File: src/rtl/hip_defs.svh
// Constants of the host indirect register port: direct offsets, global
// indirect addresses, field positions, reset values and timing counts.
// Assumes inclusion by bare name from the design files.
`ifndef HIP_DEFS_SVH
`define HIP_DEFS_SVH

// ================================================================
// Direct locations on the three-bit address
`define HIP_DIR_DATA_LO      3'h0
`define HIP_DIR_DATA_HI      3'h1
`define HIP_DIR_LAUNCH       3'h2
`define HIP_DIR_STATUS       3'h2
`define HIP_DIR_RDSEL        3'h3
`define HIP_DIR_SEQ_BASE     3'h4

// ================================================================
// Global indirect addresses (low byte, upper byte zero)
`define HIP_GA_TOP_CTRL      8'h00
`define HIP_GA_EOUT_MAP      8'h01
`define HIP_GA_TEST_CTRL     8'h02
`define HIP_GA_TEST_LOAD     8'h03
`define HIP_GA_SYNC_GEN      8'h04
`define HIP_GA_SYNC_FB       8'h05
`define HIP_GA_SOFT_RESET    8'h06

// ================================================================
// Indirect address fields
`define HIP_CHAN_SEL_HI      15
`define HIP_CHAN_SEL_LO      12
`define HIP_IO_SEL_HI        11
`define HIP_IO_SEL_LO        8

// ================================================================
// Reset and fixed read values
`define HIP_RST_WORD         32'h0000_0000
`define HIP_RST_ADDR         16'h0000
`define HIP_RD_RESERVED      16'h0000
`define HIP_RD_NONE          32'h0000_0000

// ================================================================
// Write strobe synchronisation, in clock cycles
`define HIP_SYNC_CYCLES      4

`endif

File: src/rtl/hip_pkg.sv
// Types shared by the host indirect register port.
// Assumes nothing beyond a SystemVerilog compiler.
package hip_pkg;

  // ================================================================
  // Write strobe synchroniser states, one-hot
  typedef enum logic [1:0] {
    SYNC_IDLE = 2'b01,
    SYNC_WAIT = 2'b10
  } sync_state_type;

endpackage

File: src/rtl/write_strobe_sync.sv
// Synchroniser that turns a launch pulse into an internal write strobe
// a fixed number of clock cycles later.
// Assumes launch_i is a one-cycle pulse in the clk_i domain.
`include "hip_defs.svh"

module write_strobe_sync
  import hip_pkg::*;
#(
  parameter int SYNC_CYCLES = `HIP_SYNC_CYCLES
) (
  input  wire logic clk_i,     // System clock
  input  wire logic rst_i,     // Synchronous reset, active high
  input  wire logic launch_i,  // Launch pulse from the address write
  output logic      busy_o,    // Synchronisation in progress
  output logic      strobe_o   // One-cycle internal write strobe
);

  localparam logic [3:0] CNT_LOAD = 4'(SYNC_CYCLES - 1);

  sync_state_type state_q;
  sync_state_type state_d;
  logic [3:0]     cnt_q;
  logic [3:0]     cnt_d;
  wire logic      done;

  // ================================================================
  // Strobe fires in the last counted cycle
  assign done     = (state_q == SYNC_WAIT) && (cnt_q == 4'h0);
  assign strobe_o = done;
  assign busy_o   = (state_q == SYNC_WAIT);

  // Next state; a launch during a wait is ignored, the host must space them
  always_comb begin
    state_d = state_q;
    cnt_d   = cnt_q;
    case (state_q)
      SYNC_IDLE: begin
        if (launch_i) begin
          state_d = SYNC_WAIT;
          cnt_d   = CNT_LOAD;
        end
      end
      SYNC_WAIT: begin
        if (done) begin
          state_d = SYNC_IDLE;
        end else begin
          cnt_d = cnt_q - 4'h1;
        end
      end
      default: begin
        state_d = SYNC_IDLE;
        cnt_d   = 4'h0;
      end
    endcase
  end

  // State registers
  always_ff @(posedge clk_i) begin
    if (rst_i) begin
      state_q <= SYNC_IDLE;
      cnt_q   <= 4'h0;
    end else begin
      state_q <= state_d;
      cnt_q   <= cnt_d;
    end
  end

endmodule

File: src/rtl/global_register_bank.sv
// Global indirect registers: three stored controls and four one-shot strobes.
// Assumes wr_stb_i is a one-cycle pulse already qualified as a global write.
`include "hip_defs.svh"

module global_register_bank (
  input  wire logic        clk_i,          // System clock
  input  wire logic        rst_i,          // Synchronous reset, active high
  input  wire logic        wr_stb_i,       // Global write strobe
  input  wire logic [7:0]  wr_addr_i,      // Global write address
  input  wire logic [31:0] wr_data_i,      // Global write data
  input  wire logic [7:0]  rd_addr_i,      // Global read address
  output logic      [31:0] rd_data_o,      // Global read data
  output logic      [31:0] top_ctrl_o,     // Output controls and routing
  output logic      [31:0] eout_map_o,     // Range control to expansion pins
  output logic      [31:0] test_ctrl_o,    // Test data and test enables
  output logic             test_load_o,    // Test data load pulse
  output logic             strobe_pulse_output_o, // Sync output pulse
  output logic             first_sync_input_o,    // Internal sync input 1 pulse
  output logic             soft_reset_o    // Software hard reset pulse
);

  logic [31:0] top_q;
  logic [31:0] eout_q;
  logic [31:0] test_q;
  logic [3:0]  shot_q;
  wire logic   wr_top;
  wire logic   wr_eout;
  wire logic   wr_test;
  wire logic [3:0] wr_shot;

  // ================================================================
  // Write decode; reserved addresses match nothing and change nothing
  assign wr_top     = wr_stb_i && (wr_addr_i == `HIP_GA_TOP_CTRL);
  assign wr_eout    = wr_stb_i && (wr_addr_i == `HIP_GA_EOUT_MAP);
  assign wr_test    = wr_stb_i && (wr_addr_i == `HIP_GA_TEST_CTRL);
  assign wr_shot[0] = wr_stb_i && (wr_addr_i == `HIP_GA_TEST_LOAD);
  assign wr_shot[1] = wr_stb_i && (wr_addr_i == `HIP_GA_SYNC_GEN);
  assign wr_shot[2] = wr_stb_i && (wr_addr_i == `HIP_GA_SYNC_FB);
  assign wr_shot[3] = wr_stb_i && (wr_addr_i == `HIP_GA_SOFT_RESET);

  // Stored controls
  always_ff @(posedge clk_i) begin
    if (rst_i) begin
      top_q  <= `HIP_RST_WORD;
      eout_q <= `HIP_RST_WORD;
      test_q <= `HIP_RST_WORD;
    end else begin
      if (wr_top)  top_q  <= wr_data_i;
      if (wr_eout) eout_q <= wr_data_i;
      if (wr_test) test_q <= wr_data_i;
    end
  end

  // One-shots hold nothing: a registered pulse per write
  always_ff @(posedge clk_i) begin
    if (rst_i) shot_q <= 4'h0;
    else       shot_q <= wr_shot;
  end

  assign top_ctrl_o            = top_q;
  assign eout_map_o            = eout_q;
  assign test_ctrl_o           = test_q;
  assign test_load_o           = shot_q[0];
  assign strobe_pulse_output_o = shot_q[1] | shot_q[2];
  assign first_sync_input_o    = shot_q[2];
  assign soft_reset_o          = shot_q[3];

  // ================================================================
  // Readback: stored words only, strobe and reserved locations read zero
  assign rd_data_o = (rd_addr_i == `HIP_GA_TOP_CTRL)  ? top_q  :
                     (rd_addr_i == `HIP_GA_EOUT_MAP)  ? eout_q :
                     (rd_addr_i == `HIP_GA_TEST_CTRL) ? test_q : `HIP_RD_NONE;

endmodule

File: src/rtl/host_indirect_register_port.sv
// Microprocessor register port of a four-channel downconverter: eight direct
// 16-bit locations giving indirect access to a 32-bit internal register space.
// Assumes all host pins are synchronous to clk_i and the data bus is
// resolved outside from p_o and p_oe_n_o.
//
// How it works
// Direct 0 write loads holding low half
// Direct 1 write loads holding high half
// Direct 2 stores address, strobes holding word
// Direct 3 sets shared address, no strobe
// Direct 0/1 reads return selected register
// Direct 4-7 reads give channel sequenced data
// Address nibble selects channel or I/O set
// Global 0000h holds output controls, routing
// Global 0001h maps range control outputs
// Global 0002h holds test data, enables
// Global 0003h-0006h are one-shot strobes
// Global 0007h-00FFh writes change nothing
// Host waits four clocks after direct 2
// Bits 15:12 select channels, write broadcast
// Bits 11:8 select I/O sections, broadcast
// Status low byte: saturation, zero pairs
// Global reads return stored controls only
// Reserved direct writes ignored, 3 reads fixed
`include "hip_defs.svh"

module host_indirect_register_port
  import hip_pkg::*;
#(
  parameter int         NUM_CHAN    = 4,
  parameter int         SYNC_CYCLES = `HIP_SYNC_CYCLES,
  parameter logic [7:0] REVISION    = 8'h5a  // Arbitrary revision code
) (
  input  wire logic                     clk_i,        // System clock, 10 MHz
  input  wire logic                     rst_i,        // Synchronous reset, active high
  // Host parallel port
  input  wire logic                     ce_n_i,       // Chip enable, active low
  input  wire logic                     wr_n_i,       // Write strobe, active low
  input  wire logic                     rd_n_i,       // Read strobe, active low
  input  wire logic [2:0]               add_i,        // Direct address
  input  wire logic [15:0]              p_i,          // Data bus in
  output logic      [15:0]              p_o,          // Data bus out
  output logic                          p_oe_n_o,     // Data bus enable, low drives
  // Channel and I/O register sets
  output logic                          ind_wr_stb_o, // Non-global write pulse
  output logic      [15:0]              ind_wr_addr_o,// Target indirect address
  output logic      [31:0]              ind_wr_data_o,// Target write data
  output logic      [NUM_CHAN-1:0]      chan_wr_sel_o,// Channel write selects
  output logic      [3:0]               io_wr_sel_o,  // I/O section write selects
  output logic      [15:0]              ind_rd_addr_o,// Readback address
  output logic      [NUM_CHAN-1:0]      chan_rd_sel_o,// One-hot channel read select
  output logic      [3:0]               io_rd_sel_o,  // One-hot I/O read select
  input  wire logic [31:0]              ext_rd_data_i,// Selected set's read data
  input  wire logic [NUM_CHAN*16-1:0]   seq_data_i,   // Sequenced read data
  output logic      [NUM_CHAN-1:0]      seq_rd_done_o,// Sequenced read completed
  input  wire logic [NUM_CHAN-1:0]      sat_i,        // Data path saturation
  output logic                          wr_busy_o,    // Strobe sync running
  // Global controls
  output logic      [31:0]              top_ctrl_o,   // Output controls, routing
  output logic      [31:0]              eout_map_o,   // Expansion pin mapping
  output logic      [31:0]              test_ctrl_o,  // Test data and enables
  output logic                          test_load_o,  // Test data load pulse
  output logic                          strobe_pulse_output_o, // Sync out pulse
  output logic                          first_sync_input_o,    // Sync in 1 feedback
  output logic                          soft_reset_o  // Software hard reset pulse
);

  // ================================================================
  // Host strobe qualification
  wire logic        wr_act;
  wire logic        rd_act;
  wire logic        wr_take;
  wire logic        rd_end;
  logic             wr_prev_q;
  logic             rd_prev_q;
  logic [2:0]       rd_addr_q;

  // Chip enable gates both strobes
  assign wr_act  = !ce_n_i && !wr_n_i;
  assign rd_act  = !ce_n_i && !rd_n_i;
  // A write is taken once, in the first cycle of its strobe
  assign wr_take = wr_act && !wr_prev_q;
  // A read ends when its strobe is released
  assign rd_end  = !rd_act && rd_prev_q;

  // Strobe history and address of the read in progress
  always_ff @(posedge clk_i) begin
    if (rst_i) begin
      wr_prev_q <= 1'b0;
      rd_prev_q <= 1'b0;
      rd_addr_q <= 3'h0;
    end else begin
      wr_prev_q <= wr_act;
      rd_prev_q <= rd_act;
      if (rd_act) rd_addr_q <= add_i;
    end
  end

  // ================================================================
  // Direct write decode; locations 4 to 7 have no write target
  wire logic wr_lo;
  wire logic wr_hi;
  wire logic wr_launch;
  wire logic wr_rdsel;

  assign wr_lo     = wr_take && (add_i == `HIP_DIR_DATA_LO);
  assign wr_hi     = wr_take && (add_i == `HIP_DIR_DATA_HI);
  assign wr_launch = wr_take && (add_i == `HIP_DIR_LAUNCH);
  assign wr_rdsel  = wr_take && (add_i == `HIP_DIR_RDSEL);

  // ================================================================
  // Holding word and shared indirect address
  logic [15:0] hold_lo_q;
  logic [15:0] hold_hi_q;
  logic [15:0] ind_addr_q;

  // Holding halves only store; nothing internal changes until a launch
  always_ff @(posedge clk_i) begin
    if (rst_i) begin
      hold_lo_q  <= 16'(`HIP_RST_WORD >> 16);
      hold_hi_q  <= 16'(`HIP_RST_WORD >> 16);
      ind_addr_q <= `HIP_RST_ADDR;
    end else begin
      if (wr_lo)              hold_lo_q  <= p_i;
      if (wr_hi)              hold_hi_q  <= p_i;
      if (wr_launch || wr_rdsel) ind_addr_q <= p_i;
    end
  end

  // ================================================================
  // Launch capture: the word and address are frozen at the launch so a
  // read-select write during synchronisation cannot redirect the strobe
  logic [31:0] tgt_data_q;
  logic [15:0] tgt_addr_q;

  always_ff @(posedge clk_i) begin
    if (rst_i) begin
      tgt_data_q <= `HIP_RST_WORD;
      tgt_addr_q <= `HIP_RST_ADDR;
    end else if (wr_launch && !wr_busy_o) begin
      tgt_data_q <= {hold_hi_q, hold_lo_q};
      tgt_addr_q <= p_i;
    end
  end

  // ================================================================
  // Write strobe synchroniser; the host keeps clear of 0 and 1 meanwhile
  wire logic sync_stb;

  write_strobe_sync #(
    .SYNC_CYCLES (SYNC_CYCLES)
  ) u_sync (
    .clk_i    (clk_i),
    .rst_i    (rst_i),
    .launch_i (wr_launch),
    .busy_o   (wr_busy_o),
    .strobe_o (sync_stb)
  );

  // ================================================================
  // Target decode: global space is the upper byte all zero
  wire logic       tgt_global;
  wire logic       glb_wr_stb;
  wire logic       ext_wr_stb;
  wire logic [3:0] tgt_chan;
  wire logic [3:0] tgt_io;

  assign tgt_global = (tgt_addr_q[15:8] == 8'h00);
  assign glb_wr_stb = sync_stb && tgt_global;
  assign ext_wr_stb = sync_stb && !tgt_global;
  // Channel bits win; I/O bits count only with no channel bit set
  assign tgt_chan   = tgt_addr_q[`HIP_CHAN_SEL_HI:`HIP_CHAN_SEL_LO];
  assign tgt_io     = (tgt_chan == 4'h0) ?
                      tgt_addr_q[`HIP_IO_SEL_HI:`HIP_IO_SEL_LO] : 4'h0;

  // Registered strobe towards the channel and I/O sets
  logic ext_stb_q;

  always_ff @(posedge clk_i) begin
    if (rst_i) ext_stb_q <= 1'b0;
    else       ext_stb_q <= ext_wr_stb;
  end

  // Several select bits set broadcast the one write
  assign ind_wr_stb_o  = ext_stb_q;
  assign ind_wr_addr_o = tgt_addr_q;
  assign ind_wr_data_o = tgt_data_q;
  assign chan_wr_sel_o = tgt_chan[NUM_CHAN-1:0];
  assign io_wr_sel_o   = tgt_io;

  // ================================================================
  // Global registers and one-shot strobes
  wire logic [31:0] glb_rd_data;

  global_register_bank u_glb (
    .clk_i                 (clk_i),
    .rst_i                 (rst_i),
    .wr_stb_i              (glb_wr_stb),
    .wr_addr_i             (tgt_addr_q[7:0]),
    .wr_data_i             (tgt_data_q),
    .rd_addr_i             (ind_addr_q[7:0]),
    .rd_data_o             (glb_rd_data),
    .top_ctrl_o            (top_ctrl_o),
    .eout_map_o            (eout_map_o),
    .test_ctrl_o           (test_ctrl_o),
    .test_load_o           (test_load_o),
    .strobe_pulse_output_o (strobe_pulse_output_o),
    .first_sync_input_o    (first_sync_input_o),
    .soft_reset_o          (soft_reset_o)
  );

  // ================================================================
  // Readback select: reads must name exactly one channel or one section
  wire logic [3:0] rd_chan;
  wire logic [3:0] rd_io;
  wire logic       rd_global;
  wire logic       chan_one;
  wire logic       io_one;
  wire logic [31:0] ind_rd_word;

  assign rd_chan   = ind_addr_q[`HIP_CHAN_SEL_HI:`HIP_CHAN_SEL_LO];
  assign rd_io     = ind_addr_q[`HIP_IO_SEL_HI:`HIP_IO_SEL_LO];
  assign rd_global = (ind_addr_q[15:8] == 8'h00);
  assign chan_one  = $onehot(rd_chan);
  assign io_one    = (rd_chan == 4'h0) && $onehot(rd_io);

  assign ind_rd_addr_o = ind_addr_q;
  assign chan_rd_sel_o = chan_one ? rd_chan[NUM_CHAN-1:0] : '0;
  assign io_rd_sel_o   = io_one ? rd_io : 4'h0;

  // An ambiguous selection reads as zero rather than a mix of sets
  assign ind_rd_word = rd_global           ? glb_rd_data   :
                       (chan_one || io_one) ? ext_rd_data_i : `HIP_RD_NONE;

  // ================================================================
  // Status word: per channel a saturation bit under an always-zero bit
  logic [15:0] status_word;

  always_comb begin
    status_word = {REVISION, 8'h00};
    for (int c = 0; c < NUM_CHAN; c++) begin
      status_word[2*c]   = sat_i[c];
      status_word[2*c+1] = 1'b0;
    end
  end

  // Sequenced read word of the channel at the current address
  wire logic [15:0] seq_word;
  wire logic [1:0]  seq_idx;

  assign seq_idx  = add_i[1:0];
  assign seq_word = seq_data_i[16*seq_idx +: 16];

  // ================================================================
  // Direct read multiplexer
  logic [15:0] rd_mux;

  always_comb begin
    case (add_i)
      `HIP_DIR_DATA_LO: rd_mux = ind_rd_word[15:0];
      `HIP_DIR_DATA_HI: rd_mux = ind_rd_word[31:16];
      `HIP_DIR_STATUS:  rd_mux = status_word;
      `HIP_DIR_RDSEL:   rd_mux = `HIP_RD_RESERVED;
      default:          rd_mux = seq_word;
    endcase
  end

  // Read data is registered while the read strobe is held
  logic [15:0] p_q;

  always_ff @(posedge clk_i) begin
    if (rst_i)       p_q <= 16'h0000;
    else if (rd_act) p_q <= rd_mux;
  end

  assign p_o      = p_q;
  assign p_oe_n_o = !rd_act;

  // ================================================================
  // Sequenced read completion steps that channel's read pointer
  logic [NUM_CHAN-1:0] seq_done_q;

  generate
    for (genvar c = 0; c < NUM_CHAN; c++) begin : g_seq
      always_ff @(posedge clk_i) begin
        if (rst_i) seq_done_q[c] <= 1'b0;
        else       seq_done_q[c] <= rd_end && (rd_addr_q == 3'(`HIP_DIR_SEQ_BASE + c));
      end
    end
  endgenerate

  assign seq_rd_done_o = seq_done_q;

endmodule

File: config.mk
export PLATFORM = sky130hd
export DESIGN_NAME = host_indirect_register_port
export DESIGN_NICKNAME = d
export VERILOG_FILES = /design/src/rtl/hip_pkg.sv /design/src/rtl/write_strobe_sync.sv /design/src/rtl/global_register_bank.sv /design/src/rtl/host_indirect_register_port.sv
export VERILOG_INCLUDE_DIRS = /design/src /design/src/rtl
export SDC_FILE = /design/constraint.sdc
export NUM_CORES = 1
export LEC_CHECK = 0
export ABC_AREA = 0
export BUFFER_PORTS_ARGS = -buffer_cell sky130_fd_sc_hd__buf_4
export CORE_MARGIN = 2
export CORE_UTILIZATION = 48
export CTS_BUF_LIST = sky130_fd_sc_hd__clkbuf_4
export CTS_CLUSTER_SIZE = 14
export DETAILED_ROUTE_END_ITERATION = 6
export PLACE_DENSITY_LB_ADDON = 0.25
export SLEW_MARGIN = 20
export SYNTH_ARGS = -nofsm -noshare
export SYNTH_HDL_FRONTEND = slang
export SYNTH_SLANG_ARGS = --single-unit
File: constraint.sdc
create_clock -name clk_i -period 3.3 [get_ports clk_i]
set_clock_uncertainty 0.1 [all_clocks]
set_input_delay 0.165 -clock clk_i [delete_from_list [all_inputs] [get_ports clk_i]]
set_output_delay 0.165 -clock clk_i [all_outputs]
set_load 0.05 [all_outputs]
==> out/qor.txt, run 1 <==
=================================================================================
Result of the run .................................................. finished with violations
Failing checks .....................................................  hold timing
Horizontal die dimension ...........................................     150.1 µm
Routability-driven placement congestion ratio ......................       0.9228
Largest net degree at the start of global routing ..................           77
Hold path startpoint ............................................... seq_data_i[6]
Cell depth of the worst min-delay path .............................            5
Number of nets produced by synthesis ...............................         1340
Fill cells .........................................................         1717
Share of the clock period used by the worst path after layout ......       0.9640
Endpoint class of the critical path ................................     register
Post-synth top flop ................................................ sky130_fd_sc_hd__dfxtp_1
Vias in the first global route .....................................        10170
Number of failing setup endpoints in the final timing report .......            0
Global route overflow ..............................................            0
Post-Route Utilization .............................................       0.6813
Worst max-slew margin expressed relative to the limit ..............       0.4752
Total Negative Setup Slacks ........................................         0 ns
Area added between synthesis and finish ............................       39.75%
GRT Overall Usage ..................................................       0.3279
Worst Max-Slew Pin Slew ............................................    0.7873 ns
FFs w/ async S/R, synth ............................................            0
CTS Root Cell ...................................................... sky130_fd_sc_hd__clkbuf_4
Effective utilization at floorplan .................................       0.4875
Number of enable-type register cells in the synthesized netlist ....            0
Max Fanout on Critical Path ........................................            7
Portion of the post-synthesis area used by sequential elements .....       0.4454
RR Endpoint ........................................................       p_o[5]
Arr. time, crit path ...............................................      3.70 ns
Ratio of routed vias to standard cells .............................        5.562
Maximum frequency from static timing analysis ......................    314.4 MHz
Remaining design rule violation count ..............................            0
Setup CP Type ...................................................... register to register
CP max stage delay .................................................      0.60 ns
Final hold viol count ..............................................            2
Placed Instance Area ...............................................    12850 µm²
Area of the die ....................................................    22540 µm²
TritonRoute pass-1 iters ...........................................            5
DRT iter0 DRCs .....................................................          740
Crit path required time ............................................      3.82 ns
Final cell area excluding filler cells .............................    14320 µm²
Number of rows created at floorplan ................................           53
Clk buf depth ......................................................            3
Worst min-delay path class ......................................... input port to register
Total of buffers placed on input and output ports ..................          326
Worst Reg2Reg Path Length in Cells .................................           12
Crit path launch ................................................... ind_rd_addr_o[8]
Maximum ir drop on the vdd rail ....................................    0.2553 mV
Yosys reg bits .....................................................          228
Max-cap violations .................................................            0
Slowest cell on the critical path .................................. sky130_fd_sc_hd__dlygate4sd3_1
I/O pin cnt ........................................................          327
Depth of the CTS H-tree ............................................            2
Worst Setup Start Kind .............................................     register
Worst-path cell chain .............................................. inv_1, fa_1, inv_1, ha_1, ha_1, nor2_1, a31oi_1, buf_4, nor3_2, a211oi_1, a211oi_1, dlygate4sd3_1
Worst r2r src ...................................................... ind_rd_addr_o[8]
Average wire per cell in the routed design .........................     20.05 µm
Insertion delay to the later sink of the worst-skew pair ...........      0.68 ns
Hold Worst Slack ...................................................  -0.04038 ns
Internal reg-to-reg setup slack ....................................      0.12 ns
Number of pins exceeding their max-slew limit in the final report ..            0
Average instance area after synthesis ..............................    8.505 µm²
Total vias in the final route ......................................        10680
Capture endpoint of the worst hold path ............................       p_o[6]
Clock tree from TritonCTS ..........................................          yes
Leakage power total ................................................  0.006530 µW
Die height .........................................................     150.1 µm
Remaining antenna violation count ..................................            0
Count of different cell masters after synthesis ....................           53
HPWL reported at the end of detailed placement .....................     26940 µm
Clock slew seen by the registers of the worst setup and hold paths .      0.07 ns
Power per cell area ................................................ 427.1 nW/µm²
Core area ..........................................................    21020 µm²
Final wirelength ...................................................     38500 µm
Share of cells above drive strength 1 ..............................       0.2970
Total of warnings raised by yosys ..................................            0
First-pass GRT wire length .........................................     57010 µm
Final Net Count ....................................................         1736
Number of buffers added by the clock tree synthesis step ...........           59
Number of antenna violations at the first check in global routing ..            1
Cell area after technology mapping .................................    10250 µm²
Min cycle time layout ..............................................     3.181 ns
Post-Syn Instances .................................................         1205
# clock sinks ......................................................          228
=================================================================================
[worst max-delay path: cells and delay by family, from the launching register on]
kind / cells / cell delay [ns]
fa+ha+maj: 3 / 0.99
buf+inv: 4 / 0.90
compound gates: 3 / 0.45
flops: 1 / 0.35
simple gates: 2 / 0.34
[how the worst max path moves through the flow]
stage	endpoint	slack, ns	depth (start not counted)
after floorplan	p_o[0]	0.07	10
after global placement	p_o[12]	0.45	11
after detailed placement	p_o[12]	0.39	11
after CTS	p_o[1]	0.03	13
after global routing	io_rd_sel_o[3]	-0.003	9
final	p_o[5]	0.12	12
[power breakdown]
| part | switching, µW | internal [µW] |
|---|---|---|
| Clock | 1130 | 1260 |
| Sequential | 36.7 | 2800 |
| Combinational | 516 | 371 |
| Total | 1690 | 4430 |
[registers in the layout, summed over array words and instances, names as in the netlist]
| signal | count |
|---|---|
| ind_wr_data_o | 32 |
| rd_prev_q | 1 |
| u_glb.eout_map_o | 32 |
| wr_prev_q | 1 |
| rd_addr_q | 3 |
| hold_hi_q | 16 |
| ind_wr_stb_o | 1 |
| u_glb.shot_q | 4 |
| ind_rd_addr_o | 16 |
| ind_wr_addr_o | 16 |
| u_sync.state_q | 2 |
| seq_rd_done_o | 4 |
| p_o | 16 |
| hold_lo_q | 16 |
| u_glb.top_ctrl_o | 32 |
| u_glb.test_ctrl_o | 32 |
| u_sync.cnt_q | 4 |
[what timing repair did]
item	4_1_cts	5_1_grt
hold buffers	69	0
gates resized for setup	0	16
endpoints found under the setup margin	0	16
setup buffers	0	4
endpoints found under the hold margin	117	0
[synth_stat cells (7+ instances only)]
cell type	instances	share of area
sky130_fd_sc_hd__buf_4	11	0.0081
sky130_fd_sc_hd__nand2b_1	7	0.0043
sky130_fd_sc_hd__and2_1	16	0.0098
sky130_fd_sc_hd__nor3_1	14	0.0068
sky130_fd_sc_hd__or3_1	7	0.0043
sky130_fd_sc_hd__mux2i_1	120	0.12
sky130_fd_sc_hd__dfxtp_1	228	0.45
sky130_fd_sc_hd__nor2b_1	10	0.0061
sky130_fd_sc_hd__nand3_1	11	0.0054
sky130_fd_sc_hd__mux4_2	10	0.022
sky130_fd_sc_hd__nor2_1	105	0.038
sky130_fd_sc_hd__o21ai_0	24	0.012
sky130_fd_sc_hd__nand2_1	272	0.10
sky130_fd_sc_hd__ha_1	9	0.011
sky130_fd_sc_hd__a2bb2oi_1	10	0.0085
sky130_fd_sc_hd__buf_2	11	0.0054
sky130_fd_sc_hd__buf_1	8	0.0029
sky130_fd_sc_hd__a22oi_1	8	0.0059
sky130_fd_sc_hd__o22ai_1	10	0.0061
sky130_fd_sc_hd__and3_1	8	0.0049
sky130_fd_sc_hd__inv_1	22	0.0081
sky130_fd_sc_hd__a21oi_1	139	0.068
sky130_fd_sc_hd__a211oi_1	18	0.013
sky130_fd_sc_hd__clkbuf_1	53	0.019
[final cells by class]
cell class	instances	area (µm²)	share of cell area
Inverter	22	82.58	0.005766
Clock inverter	17	91.34	0.006377
Timing Repair Buffer	421	3347	0.2337
Sequential cell	228	4573	0.3193
Clock buffer	86	645.6	0.04508
Multi-Input combinational cell	869	5234	0.3654
Antenna cell	2	5.005	0.0003494
Tap cell	275	344.1	0.02402
[cells in the final DEF (no fill, tap or decap), types with 3 or more instances in the layout]
cell,count
sky130_fd_sc_hd__buf_4,353
sky130_fd_sc_hd__nand2_1,272
sky130_fd_sc_hd__dfxtp_1,221
sky130_fd_sc_hd__a21oi_1,139
sky130_fd_sc_hd__mux2i_1,120
sky130_fd_sc_hd__nor2_1,104
sky130_fd_sc_hd__clkbuf_4,86
sky130_fd_sc_hd__dlygate4sd3_1,64
sky130_fd_sc_hd__o21ai_0,23
sky130_fd_sc_hd__inv_1,22
sky130_fd_sc_hd__a211oi_1,17
sky130_fd_sc_hd__and2_1,16
sky130_fd_sc_hd__clkinv_1,14
sky130_fd_sc_hd__nand3_1,11
sky130_fd_sc_hd__nor3_1,10
sky130_fd_sc_hd__mux4_2,10
sky130_fd_sc_hd__a2bb2oi_1,10
sky130_fd_sc_hd__o22ai_1,10
sky130_fd_sc_hd__nor2b_1,9
sky130_fd_sc_hd__ha_1,9
sky130_fd_sc_hd__a22oi_1,8
sky130_fd_sc_hd__or3_1,7
sky130_fd_sc_hd__nand2b_1,7
sky130_fd_sc_hd__and3_1,7
sky130_fd_sc_hd__dfxtp_2,7
sky130_fd_sc_hd__nor4_1,6
sky130_fd_sc_hd__nand4_1,6
sky130_fd_sc_hd__mux2_2,6
sky130_fd_sc_hd__nor3b_1,5
sky130_fd_sc_hd__nor3_2,4
sky130_fd_sc_hd__and4_1,4
sky130_fd_sc_hd__a32oi_1,4
sky130_fd_sc_hd__a221o_1,4
sky130_fd_sc_hd__or3b_2,3
sky130_fd_sc_hd__o2bb2ai_1,3
sky130_fd_sc_hd__or4_1,3
[routing by layer]
layer / track usage / part of all wire / vias to the layer above
li1: - / - / 5003
met1: 0.3969 / 0.39 / 5044
met2: 0.5468 / 0.48 / 541
met3: 0.07848 / 0.088 / 91
met4: 0.1613 / 0.042 / 0
met5: 0 / 0 / -
[metrics by stage]
stage | cells | setup WS (ns) | hold WS (ns) | total power [µW]
floorplan | 1205 | 0.07129 | 0.1418 | 3379
global placement | 1745 | 0.4501 | 0.2479 | 3674
detailed placement | 1745 | 0.3894 | 0.2564 | 3686
CTS | 1917 | 0.02671 | 0.0003089 | 6133
global route | 1920 | -0.003002 | 0.005259 | 6385
finish | 1920 | 0.1189 | -0.04038 | 6117
[cells by family (layout without fill, tap and decap cells)]
family / count (synthesis) / in the layout / synth area share
other cells: 0 / 2 / 0
compound gates: 237 / 237 / 0.1377
mux: 136 / 136 / 0.1458
fa+ha+maj: 11 / 11 / 0.01489
flops: 228 / 228 / 0.4454
simple gates: 485 / 485 / 0.2080
buf+inv: 108 / 546 / 0.04822
Note: power is estimated with default switching activity, not from simulation.
==> run 2, diff against run 1 <==
==> constraint.sdc (replaced) <==
create_clock -name clk_i -period 3.3 [get_ports clk_i]
set_clock_uncertainty 0.1 [all_clocks]
set_input_delay 0.66 -clock clk_i [delete_from_list [all_inputs] [get_ports clk_i]]
set_output_delay 0.66 -clock clk_i [all_outputs]
set_load 0.05 [all_outputs]
==> run 2 against run 1 <==
The run ends with setup timing left. Power decreased by 2.0%. Critical path type is now register to output port. Sequential power about the same. Worst hold slack improved by 0.12 ns. Critical path depth decreased by 3. Setup slack got worse by 0.20 ns. Final cell count decreased by 3.9%.
==> out/qor.txt, run 2 (synthesis gave the netlist of run 1 again) <==
=================================================================================
Global route overflow ..............................................            0
Arr. time, crit path ...............................................      2.62 ns
Cell count after placement .........................................         1744
Most common cell after layout, fill and taps aside ................. sky130_fd_sc_hd__buf_4
Number of rows created at floorplan ................................           53
Remaining design rule violation count ..............................            0
Number of buffers added to fix hold violations after cts ...........            0
Net switching power of the design ..................................      1595 µW
Worst Slack Setup Final ............................................  -0.08286 ns
# clock sinks ......................................................          228
Final hold viol count ..............................................            0
Remaining antenna violation count ..................................            0
Maximum ir drop on the vdd rail ....................................    0.2890 mV
Number of pins exceeding their max-slew limit in the final report ..            0
Share of cells above drive strength 1 ..............................       0.3208
Core area ..........................................................    21020 µm²
Crit path required time ............................................      2.54 ns
Largest net degree at the start of global routing ..................          130
Switching power share of the total .................................       0.2662
Leakage power total ................................................  0.006247 µW
Power per cell area ................................................ 435.0 nW/µm²
Hold Worst Slack ...................................................   0.08207 ns
Hold path startpoint ...............................................       wr_n_i
Worst Reg2Reg Path Length in Cells .................................           13
Final Net Count ....................................................         1673
Total of buffers placed on input and output ports ..................          326
Die height .........................................................     150.1 µm
Clock power share ..................................................        0.392
GRT Overall Usage ..................................................       0.3197
Top library cells by usage in the layout, fill and taps aside ...... 349 x sky130_fd_sc_hd__buf_4, 272 x sky130_fd_sc_hd__nand2_1, 221 x sky130_fd_sc_hd__dfxtp_1, 139 x sky130_fd_sc_hd__a21oi_1, 120 x sky130_fd_sc_hd__mux2i_1
Final wirelength ...................................................     37440 µm
Total vias in the final route ......................................        10410
Depth of the CTS H-tree ............................................            2
Number of failing setup endpoints in the final timing report .......            8
Max-cap violations .................................................            0
Final Instance Count excl. Fillers .................................         1845
Effective utilization at floorplan .................................       0.4875
Number of antenna violations at the first check in global routing ..            1
Insertion delay to the later sink of the worst-skew pair ...........      0.69 ns
Worst max-slew margin expressed relative to the limit ..............       0.3869
DRT iter0 DRCs .....................................................          621
Worst Setup Start Kind .............................................     register
Dpl ws .............................................................    0.2207 ns
Capture endpoint of the worst hold path ............................    wr_prev_q
Area added between synthesis and finish ............................       34.42%
Maximum frequency from static timing analysis ......................    295.6 MHz
Area of the die ....................................................    22540 µm²
I/O pin cnt ........................................................          327
Portion of total power attributed to sequential cells ..............        0.473
Routability-driven placement congestion ratio ......................       0.9339
Worst min-delay path class ......................................... input port to register
Min cycle time layout ..............................................     3.383 ns
Clk buf depth ......................................................            3
Share of the clock period used by the worst path after layout ......        1.025
Internal reg-to-reg setup slack ....................................      0.29 ns
Setup repair after global routing missed its margin ................          yes
Vias in the first global route .....................................         9804
Result of the run .................................................. finished with violations
Endpoint class of the critical path ................................  output port
Worst r2r src ...................................................... ind_rd_addr_o[11]
CTS Root Cell ...................................................... sky130_fd_sc_hd__clkbuf_4
Max Fanout on Critical Path ........................................            4
Setup CP Type ...................................................... register to output port
Clock slew seen by the registers of the worst setup and hold paths .      0.06 ns
Worst Max-Slew Pin Slew ............................................    0.9196 ns
Clock tree from TritonCTS ..........................................          yes
Pint ...............................................................      4397 µW
HPWL reported at the end of detailed placement .....................     27070 µm
Average wire per cell in the routed design .........................     20.29 µm
Failing checks ..................................................... setup timing
Number of buffers added by the clock tree synthesis step ...........           57
Ratio of routed vias to standard cells .............................        5.640
Horizontal die dimension ...........................................     150.1 µm
TritonRoute pass-1 iters ...........................................            6
RR Endpoint ........................................................      p_o[13]
Part of the power in combinational logic ...........................        0.135
First-pass GRT wire length .........................................     55470 µm
Cell depth of the worst min-delay path .............................            2
=================================================================================
run 2: layout make-up:
| type | instances | area [µm²] |
|---|---|---|
| clock inverters | 6 | 75.07 |
| diodes | 2 | 5.005 |
| flip-flops and latches | 228 | 4578 |
| inverters | 22 | 82.58 |
| repair buffers | 360 | 2791 |
| multi-input cells | 869 | 5276 |
| clock buffers | 83 | 623.1 |
| well taps | 275 | 344.1 |
| fillers | 1793 | 7246 |
run 2: timing repair:
action,in CTS,in global routing
pin swaps,13,1
setup endpoints to repair,8,9
setup buffers,9,1
gates resized for setup,41,1
run 2: worst max-delay path by stage:
| stage | startpoint | end | slack (ns) | depth (start not counted) |
|---|---|---|---|---|
| after floorplan | ind_rd_addr_o[13] | chan_rd_sel_o[0] | 0.02 | 7 |
| after global placement | ind_rd_addr_o[12] | p_o[13] | 0.32 | 12 |
| after detailed placement | ind_rd_addr_o[13] | p_o[13] | 0.22 | 12 |
| after CTS | ind_rd_addr_o[15] | chan_rd_sel_o[1] | -0.08 | 9 |
| after global routing | ind_rd_addr_o[15] | chan_rd_sel_o[2] | -0.19 | 9 |
| final | ind_rd_addr_o[11] | io_rd_sel_o[2] | -0.08 | 9 |
run 2: critical path: stages (launching register included):
cell and delay [ns]:
sky130_fd_sc_hd__dfxtp_4 0.34, sky130_fd_sc_hd__inv_2 0.04, sky130_fd_sc_hd__fa_1 0.54, sky130_fd_sc_hd__inv_1 0.05, sky130_fd_sc_hd__ha_2 0.17, sky130_fd_sc_hd__ha_4 0.22
sky130_fd_sc_hd__nor2_4 0.08, sky130_fd_sc_hd__and3_4 0.21, sky130_fd_sc_hd__and2_4 0.16, sky130_fd_sc_hd__buf_8 0.14
run 2: power groups by stage:
stage	Combinational, µW	Sequential (µW)	Clock, µW
floorplan	434	2940	0
global placement	780	2890	0
detailed placement	790	2900	0
CTS	800	2830	2390
global route	868	2840	2550
finish	808	2830	2350
run 2: per-layer routing:
metal	vias to the layer above	track usage	wire, µm
li1	4863	-	-
met1	4899	0.3806	13950
met2	549	0.5372	18130
met3	94	0.08636	3734
met4	0	0.1495	1622
met5	-	0	0
run 2: through the flow:
| step | power, µW | instance area, µm² | setup TNS (ns) | util |
|---|---|---|---|---|
| floorplan | 3379 | 10260 | 0 | - |
| global placement | 3674 | 12860 | 0 | 0.6117 |
| detailed placement | 3687 | 12860 | 0 | 0.6117 |
| CTS | 6021 | 13760 | -0.6132 | 0.6544 |
| global route | 6253 | 13780 | -1.416 | 0.6553 |
| finish | 5992 | 13780 | -0.6133 | 0.6553 |
==> run 3, diff against run 2 <==
==> constraint.sdc (replaced) <==
create_clock -name clk_i -period 3.3 [get_ports clk_i]
set_clock_uncertainty 0.1 [all_clocks]
set_input_delay 0.495 -clock clk_i [delete_from_list [all_inputs] [get_ports clk_i]]
set_output_delay 0.495 -clock clk_i [all_outputs]
set_load 0.05 [all_outputs]
==> run 3 against run 2 <==
The flow still finishes with violations (setup timing). Wire length increased by 3.5%. Register-to-register slack got worse by 0.22 ns. Clock-buffer cell count increased by 3. Core utilization increased by 1.9 points. Design area increased by 2.9%. First-iteration DRC count increased by 13%. Non-clock buffer count increased by 33. Sequential share of layout area decreased by 0.92 points. Die area unchanged. Clock power increased by 3%.
==> out/qor.txt, run 3 (synthesis gave the netlist of run 1 again) <==
=================================================================================
Die height .........................................................     150.1 µm
Horizontal die dimension ...........................................     150.1 µm
Result of the run .................................................. finished with violations
Power per cell area ................................................ 432.5 nW/µm²
Number of antenna violations at the first check in global routing ..            1
Insertion delay to the later sink of the worst-skew pair ...........      0.69 ns
Number of pins exceeding their max-slew limit in the final report ..            0
Worst Max-Slew Pin Slew ............................................    0.8788 ns
Maximum ir drop on the vdd rail ....................................    0.2640 mV
Worst Reg2Reg Path Length in Cells .................................           18
Max Fanout on Critical Path ........................................            4
Effective utilization at floorplan .................................       0.4875
Clk buf depth ......................................................            3
Depth of the CTS H-tree ............................................            2
Worst-path cell chain .............................................. inv_2, fa_1, inv_2, ha_4, ha_4, nor2_4, and3_4, and2_4, buf_8
Dpl ws .............................................................    0.2973 ns
Final wirelength ...................................................     38750 µm
Internal reg-to-reg setup slack ....................................      0.07 ns
Total vias in the final route ......................................        10630
CP max stage delay .................................................      0.56 ns
CTS Root Cell ...................................................... sky130_fd_sc_hd__clkbuf_4
Clock slew seen by the registers of the worst setup and hold paths .      0.07 ns
Routed met2 length .................................................     18620 µm
Min cycle time layout ..............................................     3.328 ns
Worst Slack Setup Final ............................................  -0.02822 ns
Total of buffers placed on input and output ports ..................          326
Final hold viol count ..............................................            0
# clock sinks ......................................................          228
Maximum frequency from static timing analysis ......................    300.5 MHz
Area of the die ....................................................    22540 µm²
Final Net Count ....................................................         1707
Crit path required time ............................................      2.70 ns
Share of cells above drive strength 1 ..............................       0.3234
Worst r2r src ...................................................... ind_rd_addr_o[9]
Endpoint class of the critical path ................................  output port
Routability-driven placement congestion ratio ......................       0.9394
Top library cells by usage in the layout, fill and taps aside ...... 357 x sky130_fd_sc_hd__buf_4, 272 x sky130_fd_sc_hd__nand2_1, 221 x sky130_fd_sc_hd__dfxtp_1, 139 x sky130_fd_sc_hd__a21oi_1, 120 x sky130_fd_sc_hd__mux2i_1
Total Negative Setup Slacks ........................................  -0.07591 ns
Worst min-delay path class ......................................... input port to register
Final Instance Count excl. Fillers .................................         1881
Worst Setup Start Kind .............................................     register
Setup CP Type ...................................................... register to output port
HPWL reported at the end of detailed placement .....................     26960 µm
Number of buffers added by the clock tree synthesis step ...........           58
RR Endpoint ........................................................      p_o[13]
DRT iter0 DRCs .....................................................          702
Worst max-slew margin expressed relative to the limit ..............       0.4141
Hold Worst Slack ...................................................   0.08984 ns
First-pass GRT wire length .........................................     57240 µm
I/O pin cnt ........................................................          327
Max-cap violations .................................................            0
Most common cell after layout, fill and taps aside ................. sky130_fd_sc_hd__buf_4
GRT Overall Usage ..................................................       0.3294
Largest net degree at the start of global routing ..................          172
Detailed-route wire length on metal 1 ..............................     14620 µm
Cell depth of the worst min-delay path .............................            2
Highest Signal Layer ...............................................         met4
Clock tree from TritonCTS ..........................................          yes
Slowest cell on the critical path .................................. sky130_fd_sc_hd__fa_1
Ratio of routed vias to standard cells .............................        5.651
Hold path startpoint ...............................................        rst_i
Remaining design rule violation count ..............................            0
Setup repair after global routing missed its margin ................          yes
Core area ..........................................................    21020 µm²
Remaining antenna violation count ..................................            0
Average wire per cell in the routed design .........................     20.60 µm
TritonRoute pass-1 iters ...........................................            6
Vias in the first global route .....................................        10310
Global route overflow ..............................................            0
Overall power consumption ..........................................      6128 µW
Capture endpoint of the worst hold path ............................ u_glb.eout_map_o[24]
Number of rows created at floorplan ................................           53
Share of the clock period used by the worst path after layout ......        1.009
Failing checks ..................................................... setup timing
DR WL met3 .........................................................      3593 µm
Arr. time, crit path ...............................................      2.73 ns
Area added between synthesis and finish ............................       38.25%
Leakage power total ................................................  0.006418 µW
Cell count after placement .........................................         1742
Number of failing setup endpoints in the final timing report .......            4
=================================================================================
run 3: area by class of cell:
| class | instances | area, µm² |
|---|---|---|
| antenna | 1 | 2.502 |
| multi-input combinational | 869 | 5340 |
| clock inverter | 7 | 78.83 |
| inverter | 22 | 82.58 |
| tap | 275 | 344.1 |
| timing repair buffer | 393 | 3097 |
| clock buffer | 86 | 645.6 |
| fill | 1745 | 6853 |
| sequential | 228 | 4578 |
run 3: stage by stage:
| step | cell area, µm² | util |
|---|---|---|
| floorplan | 10250 | - |
| CTS | 14030 | 0.6673 |
| finish | 14170 | 0.6740 |
| detailed placement | 12820 | 0.6100 |
| global route | 14170 | 0.6740 |
| global placement | 12820 | 0.6100 |
run 3: timing repair:
action | in CTS | in global routing
endpoints found under the setup margin | 8 | 23
hold endpoints to repair | 52 | 0
gates resized for setup | 40 | 20
setup buffers | 17 | 6
pin swaps | 8 | 16
gates cloned | 0 | 0
hold buffers | 22 | 0
run 3: per-layer routing:
layer | up-vias | GRT usage
li1 | 4930 | -
met2 | 532 | 0.5470
met1 | 5061 | 0.3947
met5 | - | 0
met3 | 107 | 0.08121
met4 | 0 | 0.1736
run 3: critical path, delay by kind of cell (launching register included):
| kind | cells | cell delay, ns |
|---|---|---|
| adders and majority gates | 3 | 0.93 |
| and+or+nand+nor | 3 | 0.51 |
| DFF | 1 | 0.35 |
| buffers and inverters | 3 | 0.25 |
run 3: worst max path at each step:
stage,start,endpoint,slack (ns),depth (start not counted)
final,ind_rd_addr_o[9],io_rd_sel_o[1],-0.03,9
after global routing,ind_rd_addr_o[9],io_rd_sel_o[1],-0.09,9
after CTS,ind_rd_addr_o[11],io_rd_sel_o[2],0.04,9
after detailed placement,ind_rd_addr_o[12],p_o[12],0.30,11
after global placement,ind_rd_addr_o[12],p_o[14],0.34,10
after floorplan,ind_rd_addr_o[12],chan_rd_sel_o[0],0.03,7
run 3: power by group:
| part | internal, µW | total (µW) | switching [µW] |
|---|---|---|---|
| Combinational | 352 | 869 | 517 |
| Clock | 1320 | 2430 | 1100 |
| Sequential | 2800 | 2830 | 38.0 |
